==> src/fault_blink_seq_note.sv <==
// no logic here: the lamp code sequencer lives in the indicator top

==> src/fault_blink_pkg.sv <==
// constants and types shared by the fault blink-code indicator and its helpers
// assumes a single 250 MHz system clock; all times are derived from it here
package fault_blink_pkg;

  // clock and time base
  localparam int unsigned CLK_HZ = 250_000_000;
  localparam int unsigned CYC_PER_MS = CLK_HZ / 1000;

  // lamp timing, in milliseconds
  localparam int unsigned PULSE_ON_MS = 150;
  localparam int unsigned PULSE_OFF_MS = 150;
  localparam int unsigned DIGIT_GAP_MS = 500;
  localparam int unsigned CODE_GAP_MS = 1000;
  localparam int unsigned START_BLINK_MS = 250;

  // lamp timing, in clock cycles
  localparam int unsigned PULSE_ON_CYC = PULSE_ON_MS * CYC_PER_MS;
  localparam int unsigned PULSE_OFF_CYC = PULSE_OFF_MS * CYC_PER_MS;
  localparam int unsigned DIGIT_GAP_CYC = DIGIT_GAP_MS * CYC_PER_MS;
  localparam int unsigned CODE_GAP_CYC = CODE_GAP_MS * CYC_PER_MS;
  localparam int unsigned START_BLINK_CYC = START_BLINK_MS * CYC_PER_MS;

  // widths and sizes
  localparam int unsigned TIMER_W = 32;
  localparam int unsigned CODE_DIGITS = 4;
  localparam int unsigned DIGIT_W = 4;
  localparam int unsigned CODE_W = CODE_DIGITS * DIGIT_W;
  localparam int unsigned HIST_DEPTH = 16;
  localparam int unsigned COUNT_W = 8;

  // encodings and reset values
  localparam logic [3:0] ZERO_DIGIT_PULSES = 4'ha;
  localparam logic [CODE_W-1:0] CODE_RESET = 16'h0000;

  typedef enum logic [2:0] {
    SEQ_IDLE = 3'h0,
    SEQ_ON = 3'h1,
    SEQ_OFF = 3'h3,
    SEQ_DGAP = 3'h2,
    SEQ_CGAP = 3'h6
  } lamp_seq_t;

endpackage

==> src/interval_timer.sv <==
// down-counting interval timer: o_done pulses in the last cycle of a loaded interval
// assumes the loaded count is at least one; a load restarts the interval at once
`timescale 1ns/1ns
module interval_timer #(
  parameter int unsigned W = 32
)
(
  // clock and reset
  input wire logic i_ref_clk,
  input wire logic i_resetn,
  // control
  input wire logic i_load,
  input wire logic [W-1:0] i_count,
  // status
  output logic o_done
);

  typedef struct packed {
    logic [W-1:0] remaining;
  } state_t;

  state_t s_reg;
  state_t s_next;

  generate
    if (W < 2)
    begin : g_chk
      $error("interval_timer: W must be at least 2");
    end
  endgenerate

  always_comb
  begin
    s_next = s_reg;
    if (i_load)
    begin
      s_next.remaining = i_count;
    end
    else if (s_reg.remaining != '0)
    begin
      s_next.remaining = s_reg.remaining - W'(1);
    end
  end

  always_ff @(posedge i_ref_clk)
  begin
    if (!i_resetn)
    begin
      s_reg <= '0;
    end
    else
    begin
      s_reg <= s_next;
    end
  end

  assign o_done = (s_reg.remaining == W'(1));

endmodule // interval_timer

==> src/fault_history.sv <==
// fault history log, cleared by reset, with a per-code occurrence count
// assumes at most one log request per cycle; the oldest slot is overwritten when full
`timescale 1ns/1ns
module fault_history #(
  parameter int unsigned DEPTH = 16,
  parameter int unsigned CODE_W = 16,
  parameter int unsigned COUNT_W = 8
)
(
  // clock and reset
  input wire logic i_ref_clk,
  input wire logic i_resetn,
  // log write
  input wire logic i_log_valid,
  input wire logic [CODE_W-1:0] i_log_code,
  input wire logic i_log_shutdown,
  // service read
  input wire logic [$clog2(DEPTH)-1:0] i_rd_idx,
  output logic o_rd_used,
  output logic o_rd_shutdown,
  output logic [CODE_W-1:0] o_rd_code,
  output logic [COUNT_W-1:0] o_rd_count
);

  localparam int unsigned IDX_W = $clog2(DEPTH);

  typedef struct packed {
    logic used;
    logic shut;
    logic [CODE_W-1:0] code;
    logic [COUNT_W-1:0] count;
  } entry_t;

  typedef struct packed {
    entry_t [DEPTH-1:0] ent;
    logic [IDX_W-1:0] wr_ptr;
    entry_t rd;
  } state_t;

  state_t s_reg;
  state_t s_next;

  generate
    if (DEPTH < 2 || (DEPTH & (DEPTH - 1)) != 0 || COUNT_W < 1)
    begin : g_chk
      $error("fault_history: DEPTH must be a power of two of at least 2");
    end
  endgenerate

  always_comb
  begin
    logic found;
    logic [IDX_W-1:0] hit;
    found = 1'b0;
    hit = '0;
    s_next = s_reg;
    for (int i = 0; i < DEPTH; i++)
    begin
      if (!found && s_reg.ent[i].used && s_reg.ent[i].code == i_log_code && s_reg.ent[i].shut == i_log_shutdown)
      begin
        found = 1'b1;
        hit = IDX_W'(i);
      end
    end
    if (i_log_valid)
    begin
      if (found)
      begin
        // count saturates rather than wrapping back to a misleading small value
        if (s_reg.ent[hit].count != '1)
        begin
          s_next.ent[hit].count = s_reg.ent[hit].count + COUNT_W'(1);
        end
      end
      else
      begin
        s_next.ent[s_reg.wr_ptr].used = 1'b1;
        s_next.ent[s_reg.wr_ptr].shut = i_log_shutdown;
        s_next.ent[s_reg.wr_ptr].code = i_log_code;
        s_next.ent[s_reg.wr_ptr].count = COUNT_W'(1);
        s_next.wr_ptr = s_reg.wr_ptr + IDX_W'(1);
      end
    end
    s_next.rd = s_reg.ent[i_rd_idx];
  end

  always_ff @(posedge i_ref_clk)
  begin
    if (!i_resetn)
    begin
      s_reg <= '0;
    end
    else
    begin
      s_reg <= s_next;
    end
  end

  assign o_rd_used = s_reg.rd.used;
  assign o_rd_shutdown = s_reg.rd.shut;
  assign o_rd_code = s_reg.rd.code;
  assign o_rd_count = s_reg.rd.count;

endmodule // fault_history

==> src/fault_blink_code_indicator.sv <==
// status lamp annunciator, active fault record, history log and operator panel outputs
// assumes synchronous level inputs from the controller core and one-cycle fault and ack pulses
`timescale 1ns/1ns

module fault_blink_code_indicator #(
  parameter int unsigned PULSE_ON_CYC = fault_blink_pkg::PULSE_ON_CYC,
  parameter int unsigned PULSE_OFF_CYC = fault_blink_pkg::PULSE_OFF_CYC,
  parameter int unsigned DIGIT_GAP_CYC = fault_blink_pkg::DIGIT_GAP_CYC,
  parameter int unsigned CODE_GAP_CYC = fault_blink_pkg::CODE_GAP_CYC,
  parameter int unsigned START_BLINK_CYC = fault_blink_pkg::START_BLINK_CYC,
  parameter int unsigned HIST_DEPTH = fault_blink_pkg::HIST_DEPTH
)
(
  // clock and reset
  input wire logic i_ref_clk,
  input wire logic i_resetn,
  // genset state
  input wire logic i_preheat,
  input wire logic i_starting,
  input wire logic i_running,
  // fault events
  input wire logic i_fault_valid,
  input wire logic i_fault_shutdown,
  input wire logic [fault_blink_pkg::CODE_W-1:0] i_fault_code,
  input wire logic i_fault_ack,
  // switch and panel
  input wire logic i_switch_off,
  input wire logic i_panel_fitted,
  input wire logic i_panel_off_btn,
  input wire logic i_run_request,
  // service tool read
  input wire logic [$clog2(HIST_DEPTH)-1:0] i_svc_idx,
  // lamp and panel outputs
  output logic o_status_lamp,
  output logic o_warn_led,
  output logic o_shutdown_led,
  output logic o_disp_valid,
  output logic [fault_blink_pkg::CODE_W-1:0] o_disp_code,
  output logic o_off_mode,
  // service tool outputs
  output logic o_svc_warn_valid,
  output logic [fault_blink_pkg::CODE_W-1:0] o_svc_warn_code,
  output logic o_svc_used,
  output logic o_svc_shutdown,
  output logic [fault_blink_pkg::CODE_W-1:0] o_svc_code,
  output logic [fault_blink_pkg::COUNT_W-1:0] o_svc_count
);

  localparam int unsigned TW = fault_blink_pkg::TIMER_W;
  localparam int unsigned CW = fault_blink_pkg::CODE_W;
  localparam int unsigned DW = fault_blink_pkg::DIGIT_W;

  typedef struct packed {
    fault_blink_pkg::lamp_seq_t seq;
    logic [1:0] digit_idx;
    logic [3:0] pulses;
    logic [CW-1:0] snap;
    logic sd_valid;
    logic [CW-1:0] sd_code;
    logic sd_ind;
    logic wn_valid;
    logic [CW-1:0] wn_code;
    logic wn_pend;
    logic [CW-1:0] wn_pend_code;
    logic log_valid;
    logic log_shut;
    logic [CW-1:0] log_code;
    logic blink;
    logic blink_run;
    logic off_mode;
    logic lamp;
    logic warn_led;
    logic shut_led;
    logic disp_valid;
    logic [CW-1:0] disp_code;
  } state_t;

  state_t s_reg;
  state_t s_next;
  logic seq_load;
  logic [TW-1:0] seq_count;
  logic seq_done;
  logic blink_load;
  logic blink_done;

  generate
    if (PULSE_ON_CYC < 1 || PULSE_OFF_CYC < 1 || START_BLINK_CYC < 1 ||
        PULSE_ON_CYC + PULSE_OFF_CYC >= DIGIT_GAP_CYC || DIGIT_GAP_CYC >= CODE_GAP_CYC)
    begin : g_chk
      $error("fault_blink_code_indicator: pulse times must be nonzero and shorter than the gaps");
    end
  endgenerate

  // digit at a position, most significant is index 3
  function automatic logic [DW-1:0] digit_at(input logic [CW-1:0] code, input logic [1:0] idx);
    digit_at = code[idx*DW +: DW];
  endfunction

  // a zero digit would be invisible, so it goes out as ten pulses
  function automatic logic [3:0] pulses_of(input logic [DW-1:0] d);
    pulses_of = (d == '0) ? fault_blink_pkg::ZERO_DIGIT_PULSES : d;
  endfunction

  // leading zeros are skipped; an all-zero code still shows one digit
  function automatic logic [1:0] first_digit(input logic [CW-1:0] code);
    logic [1:0] idx;
    idx = 2'h0;
    for (int i = 0; i < fault_blink_pkg::CODE_DIGITS; i++)
    begin
      if (code[i*DW +: DW] != '0)
      begin
        idx = 2'(i);
      end
    end
    first_digit = idx;
  endfunction

  always_comb
  begin
    s_next = s_reg;
    seq_load = 1'b0;
    seq_count = TW'(PULSE_ON_CYC);
    blink_load = 1'b0;
    s_next.log_valid = 1'b0;

    // active fault memory; acknowledge logs, a fault in the same cycle still lands
    if (s_reg.wn_pend)
    begin
      s_next.log_valid = 1'b1;
      s_next.log_shut = 1'b0;
      s_next.log_code = s_reg.wn_pend_code;
      s_next.wn_pend = 1'b0;
    end
    if (i_fault_ack)
    begin
      if (s_reg.sd_valid)
      begin
        s_next.log_valid = 1'b1;
        s_next.log_shut = 1'b1;
        s_next.log_code = s_reg.sd_code;
        s_next.wn_pend = s_reg.wn_valid;
        s_next.wn_pend_code = s_reg.wn_code;
      end
      else if (s_reg.wn_valid)
      begin
        s_next.log_valid = 1'b1;
        s_next.log_shut = 1'b0;
        s_next.log_code = s_reg.wn_code;
      end
      s_next.sd_valid = 1'b0;
      s_next.wn_valid = 1'b0;
      s_next.sd_ind = 1'b0;
    end
    if (i_switch_off)
    begin
      s_next.sd_ind = 1'b0;
    end
    if (i_fault_valid)
    begin
      if (i_fault_shutdown)
      begin
        s_next.sd_valid = 1'b1;
        s_next.sd_code = i_fault_code;
        s_next.sd_ind = 1'b1;
      end
      else
      begin
        s_next.wn_valid = 1'b1;
        s_next.wn_code = i_fault_code;
      end
    end

    // off mode from the panel button; a later run request leaves it
    if (i_run_request)
    begin
      s_next.off_mode = 1'b0;
    end
    if (i_panel_fitted && i_panel_off_btn)
    begin
      s_next.off_mode = 1'b1;
    end

    // steady blink for preheat and start
    // the timer sits at zero after reset and never finishes on its own, so it is kicked once
    if (blink_done || !s_reg.blink_run)
    begin
      blink_load = 1'b1;
      s_next.blink_run = 1'b1;
    end
    if (blink_done)
    begin
      s_next.blink = !s_reg.blink;
    end

    // code sequencer
    unique case (s_reg.seq)
      fault_blink_pkg::SEQ_IDLE:
      begin
        if (s_reg.sd_ind)
        begin
          s_next.snap = s_reg.sd_code;
          s_next.digit_idx = first_digit(s_reg.sd_code);
          s_next.pulses = pulses_of(digit_at(s_reg.sd_code, first_digit(s_reg.sd_code)));
          s_next.seq = fault_blink_pkg::SEQ_ON;
          seq_load = 1'b1;
          seq_count = TW'(PULSE_ON_CYC);
        end
      end
      fault_blink_pkg::SEQ_ON:
      begin
        if (seq_done)
        begin
          seq_load = 1'b1;
          if (s_reg.pulses != 4'h1)
          begin
            s_next.pulses = s_reg.pulses - 4'h1;
            s_next.seq = fault_blink_pkg::SEQ_OFF;
            seq_count = TW'(PULSE_OFF_CYC);
          end
          else if (s_reg.digit_idx == 2'h0)
          begin
            s_next.seq = fault_blink_pkg::SEQ_CGAP;
            seq_count = TW'(CODE_GAP_CYC);
          end
          else
          begin
            s_next.seq = fault_blink_pkg::SEQ_DGAP;
            seq_count = TW'(DIGIT_GAP_CYC);
          end
        end
      end
      fault_blink_pkg::SEQ_OFF:
      begin
        if (seq_done)
        begin
          s_next.seq = fault_blink_pkg::SEQ_ON;
          seq_load = 1'b1;
          seq_count = TW'(PULSE_ON_CYC);
        end
      end
      fault_blink_pkg::SEQ_DGAP:
      begin
        if (seq_done)
        begin
          s_next.digit_idx = s_reg.digit_idx - 2'h1;
          s_next.pulses = pulses_of(digit_at(s_reg.snap, s_reg.digit_idx - 2'h1));
          s_next.seq = fault_blink_pkg::SEQ_ON;
          seq_load = 1'b1;
          seq_count = TW'(PULSE_ON_CYC);
        end
      end
      fault_blink_pkg::SEQ_CGAP:
      begin
        if (seq_done)
        begin
          // restart from idle so the newest shutdown code is picked up
          s_next.seq = fault_blink_pkg::SEQ_IDLE;
        end
      end
      default:
      begin
        s_next.seq = fault_blink_pkg::SEQ_IDLE;
      end
    endcase
    if (!s_reg.sd_ind)
    begin
      s_next.seq = fault_blink_pkg::SEQ_IDLE;
    end

    // lamp priority: shutdown code, then start blink, then running
    if (s_reg.sd_ind)
    begin
      s_next.lamp = (s_reg.seq == fault_blink_pkg::SEQ_ON);
    end
    else if (i_preheat || i_starting)
    begin
      s_next.lamp = s_reg.blink;
    end
    else if (i_running)
    begin
      s_next.lamp = 1'b1;
    end
    else
    begin
      s_next.lamp = 1'b0;
    end

    // operator panel
    s_next.shut_led = i_panel_fitted && s_reg.sd_valid;
    s_next.warn_led = i_panel_fitted && s_reg.wn_valid && !s_reg.sd_valid;
    s_next.disp_valid = i_panel_fitted && (s_reg.sd_valid || s_reg.wn_valid);
    s_next.disp_code = s_reg.sd_valid ? s_reg.sd_code : (s_reg.wn_valid ? s_reg.wn_code : '0);
  end

  always_ff @(posedge i_ref_clk)
  begin
    if (!i_resetn)
    begin
      s_reg <= '0;
    end
    else
    begin
      s_reg <= s_next;
    end
  end

  interval_timer #(
    .W(TW)
  ) u_seq_timer (
    .i_ref_clk(i_ref_clk),
    .i_resetn(i_resetn),
    .i_load(seq_load),
    .i_count(seq_count),
    .o_done(seq_done)
  );

  interval_timer #(
    .W(TW)
  ) u_blink_timer (
    .i_ref_clk(i_ref_clk),
    .i_resetn(i_resetn),
    .i_load(blink_load),
    .i_count(TW'(START_BLINK_CYC)),
    .o_done(blink_done)
  );

  fault_history #(
    .DEPTH(HIST_DEPTH),
    .CODE_W(CW),
    .COUNT_W(fault_blink_pkg::COUNT_W)
  ) u_history (
    .i_ref_clk(i_ref_clk),
    .i_resetn(i_resetn),
    .i_log_valid(s_reg.log_valid),
    .i_log_code(s_reg.log_code),
    .i_log_shutdown(s_reg.log_shut),
    .i_rd_idx(i_svc_idx),
    .o_rd_used(o_svc_used),
    .o_rd_shutdown(o_svc_shutdown),
    .o_rd_code(o_svc_code),
    .o_rd_count(o_svc_count)
  );

  assign o_status_lamp = s_reg.lamp;
  assign o_warn_led = s_reg.warn_led;
  assign o_shutdown_led = s_reg.shut_led;
  assign o_disp_valid = s_reg.disp_valid;
  assign o_disp_code = s_reg.disp_code;
  assign o_off_mode = s_reg.off_mode;
  assign o_svc_warn_valid = s_reg.wn_valid;
  assign o_svc_warn_code = s_reg.wn_code;

endmodule // fault_blink_code_indicator

==> config.mk <==
export PLATFORM = sky130hd
export DESIGN_NAME = fault_blink_code_indicator
export DESIGN_NICKNAME = d
export VERILOG_FILES = /design/src/fault_blink_seq_note.sv /design/src/fault_blink_pkg.sv /design/src/interval_timer.sv /design/src/fault_history.sv /design/src/fault_blink_code_indicator.sv
export SDC_FILE = /design/constraint.sdc
export NUM_CORES = 2
export LEC_CHECK = 0
export ABC_AREA = 1
export BUFFER_PORTS_ARGS = -buffer_cell sky130_fd_sc_hd__buf_2
export CORE_AREA = 2 2 381 383
export DETAILED_ROUTE_END_ITERATION = 16
export DIE_AREA = 0 0 383 385
export GPL_TIMING_DRIVEN = 0
export SYNTH_ARGS = -nofsm -noshare
export SYNTH_HDL_FRONTEND = slang
export SYNTH_HIERARCHICAL = 1
export SYNTH_SLANG_ARGS = --single-unit
==> constraint.sdc <==
create_clock -name i_ref_clk -period 4.6 [get_ports i_ref_clk]
set_input_delay 0.23 -clock i_ref_clk [delete_from_list [all_inputs] [get_ports i_ref_clk]]
set_output_delay 0.23 -clock i_ref_clk [all_outputs]
set_load 0.01 [all_outputs]
==> metrics list <==
- Setup violations remaining at the end of the flow were counted as 398.
- The pre-antenna-repair detailed-routing pass consisted of 7 iterations.
- Detailed Route Iter0 Violations: 7894
- Final min period: 5200 ps
- In this run, CTS created clock tree buffers numbering 79.
* Fraction of final layout cells with drive strength greater than 1: 17.7%
- Via count of the first global-routing pass: 42052
- Fraction of post-synthesis cell area in the top cell type by area: 32.6%
- Crit Path Category: reg -> reg
- Min setup slack post-route: -595 ps
- In this run the standard cell core region covers 143000 µm².
- Synthesis inferred 628 register bits.
* Arrival time of data at the critical path endpoint: 5840 ps
- The floorplan step defined a die boundary enclosing 147000 µm².
- Number of cells in the design after placement: 8346
- In this run the core area contains 139 standard-cell rows.
- For this run, the top clock speed supported by timing is 192 MHz.
- Max Root-Sink Buffers: 3
- Averaged over all synthesized cells, the footprint is 6.10 µm².
- Of all flip-flops after synthesis, the portion carrying an async set or reset was 0%.
- Measured along the y axis, the die boundary spans 385 µm.
* Total power density per cell area: 297 nW/µm²
- The worst-case IR drop observed on VDD is 0.234 mV.
- Routability-driven placement finished with a final weighted congestion of 1.10.
- Measured along the x axis, the die boundary spans 383 µm.
- Via count of the routed design: 47732
- In this run the cell area of the synthesized design comes to 38500 µm².
- Total power: 0.0149 W
* Final max-slew violation count: 77
- At the worst endpoint, the required time is 5240 ps.
- Average wire length per cell after detail routing: 25.0 µm
- Dominant synthesized flop cell: dfxtp_1
* Antenna violations before repair: 17
- TritonCTS built the clock tree.
* Max-cap check violation count: 7
- Total non-filler cell area in the finished layout: 50300 µm²
- After detailed routing, the number of vias per cell comes to 5.45.
- Number of ports placed on the die boundary: 96
- Relative to the synthesized area, the layout overhead comes to 30.5%.
* Total Routed Length: 219000 µm
- After clock tree synthesis, the clock-pin slew on the worst setup and hold paths is 60 ps.
- Setup TNS: -190680 ps
- Post-Layout Cell Count: 8757
- Count of nets left with antenna violations after detail routing: 0
* Leak: 23.2 nW
- For this configuration, the core starts out at a cell density of 26.9%.
- After technology mapping, the gate count stands at 6309.
- Final setup skew: 47.8 ps
* Post-Place Cell Area: 41500 µm²
* Largest cells by area after synthesis: dfxtp_1 33%, nand2_1 16%, nor2_1 12%, inv_1 5.4%, a21oi_1 5.3%
* Max_slew headroom: -15.6%
- Global-route wire length before repair: 297000 µm
- After the last flow step, the layout net total stands at 6828.
- Port-buffer cells: 92
* Filler cell count in the final layout: 15408
- Count of endpoints failing hold in the final timing report: 0
- The register with the most flip-flops in the layout has 420 of them.
- DPL Wire Length: 156000 µm
- Counting cells, the worst reg-to-reg path comes to 18.
- Total number of clock tree sinks: 628
- Sequential share of the synthesized area: 32.6%
- For this run, the total global-route usage over all layers was measured as 27.7%.
* Type of the tightest min-delay check: in -> reg
* Cell type with the largest total area after synthesis: dfxtp_1
- The worst setup path is launched from a flop.
* Pin count of the biggest net entering global routing: 22
- DR DRC count: 0
* Fin util: 35.1%
- Ys Warns: 6
* Fin crit share: 113%
- Number of distinct library cell variants in the gate-level netlist after synthesis: 66
- Outcome: finished, violations left
- At the pin with the least slew margin, the transition time is 1730 ps.
- Number of enable flip-flop cells after synthesis: 0
- Cells on Worst Hold Path: 4
* Critical path fanouts, max: 10
- CP endpoint kind: flop
* Master cell of the clock root buffer: clkbuf_16
- The final reports fail on max-capacitance violations, max-slew violations, negative setup slack.
- Clock insertion delay at the later pin of the skew report: 720 ps
- Aggregate global routing overflow: 0
- Depth of the CTS H-tree: 3
* RSZ-0062 raised after global routing: yes
[worst max-delay path, stage by stage, from the launching register on]
cell	delay [ps]
dfxtp_4	430
buf_8	200
buf_8	230
clkbuf_1	1270
a2111oi_0	350
nand4_1	220
nand4_1	250
nor2_2	230
nand4_1	310
nor2_4	320
nor2_2	90
nand4_4	180
buf_6	170
buf_6	120
nand3_4	200
clkbuf_16	300
nand2_1	60
nand2_1	50
nor2_1	100
[worst paths after layout]
path,startpoint,endpoint,slack (ps)
max,s_reg[37]$_SDFF_PN0_,u_history/s_reg[41]$_SDFFE_PN0P_,-600
min,i_preheat,o_status_lamp$_SDFF_PN0_,30
max reg2reg,s_reg[37]$_SDFF_PN0_,u_history/s_reg[41]$_SDFFE_PN0P_,-600
min reg2reg,u_history/s_reg[61]$_SDFFE_PN0P_,u_history/s_reg[61]$_SDFFE_PN0P_,460
[metal layers]
layer	vias to the layer above	GRT usage, %	share of wire, %
met2	3628	40.2	40
met1	22064	35.6	38
met4	14	17.4	8.3
met5	-	0	0.073
met3	915	8.53	14
li1	21111	-	-
[Yosys cell counts, drive strengths merged, types with 3 or more instances]
cell type and instances:
a2111oi 13, a211oi 5, a21oi 412, a31oi 7, and2 4, buf 254, clkbuf 151, clkinv 10
dfxtp 628, ha 12, inv 596, mux2i 16, nand2 1706, nand3 389, nand3b 27, nand4 129
nor2 1238, nor3 49, nor3b 9, nor4 45, nor4b 3, o2111ai 15, o211ai 28, o21ai 409
o21bai 3, o221ai 6, o22ai 43, or2 9, xnor2 36, xor2 39
[cells in the final DEF, fill, tap and decap left out, drive strengths merged, types with 12 or more instances in the layout]
| cell type | Yosys | layout |
|---|---|---|
| a21oi | 412 | 412 |
| conb | 2 | 44 |
| inv | 596 | 595 |
| nand4 | 129 | 129 |
| xor2 | 39 | 39 |
| a2111oi | 13 | 13 |
| nand2 | 1706 | 1707 |
| xnor2 | 36 | 36 |
| o2111ai | 15 | 15 |
| o21ai | 409 | 409 |
| clkbuf | 151 | 289 |
| nand3b | 27 | 27 |
| o22ai | 43 | 43 |
| mux2i | 16 | 16 |
| ha | 12 | 12 |
| dlygate4sd3 | 0 | 28 |
| nand3 | 389 | 395 |
| buf | 254 | 543 |
| nor3 | 49 | 49 |
| nor2 | 1238 | 1238 |
| nor4 | 45 | 45 |
| o211ai | 28 | 28 |
| clkinv | 10 | 33 |
| dfxtp | 628 | 628 |
[per-stage QoR]
step	worst slack, ps	hold slack, ps
4_1_cts	-358	3.08
3_3_place_gp	-2360	423
5_1_grt	-528	62.7
6_report	-595	34.9
2_1_floorplan	536	320
3_5_place_dp	-2390	435
[logic make-up (layout without fill, tap and decap cells)]
kind of cell	after synthesis	count (layout)	synth area share, %
multiplexers	16	16	0.416
XOR/XNOR	75	75	1.71
buffers and inverters	1011	1498	11.5
AO/OA/AOI/OAI	950	950	13.4
other	2	53	0.0195
AND/OR/NAND/NOR	3615	3622	39.9
adder cells (fa/ha/maj)	12	12	0.390
flip-flops	628	628	32.6
[layout make-up]
type / instances / area [µm²] / share of cell area [%]
clock buffer: 112 / 2330 / 4.64
inverter: 606 / 2440 / 4.85
timing repair buffer: 350 / 3380 / 6.73
buffer: 399 / 3060 / 6.09
multi-input combinational: 4719 / 23700 / 47.1
timing repair inverter: 1 / 8.76 / 0.0174
clock inverter: 30 / 349 / 0.694
tap: 1903 / 2380 / 4.74
antenna: 9 / 22.5 / 0.0448
sequential: 628 / 12600 / 25.1
[where the power goes]
group	switching, W	internal (W)
combinational	0.00185	0.000764
clock	0.00275	0.00382
sequential	0.000148	0.00558
total	0.00475	0.0102
[what timing repair did]
item / 4_1_cts / 5_1_grt
pin swaps: 62 / 207
cloned: 6 / 37
setup endpoints to repair: 416 / 418
hold endpoints to repair: 41 / 0
setup buffers: 105 / 95
hold buffers: 28 / 0
gates resized for setup: 440 / 470
Note: power is estimated with default switching activity, not from simulation.
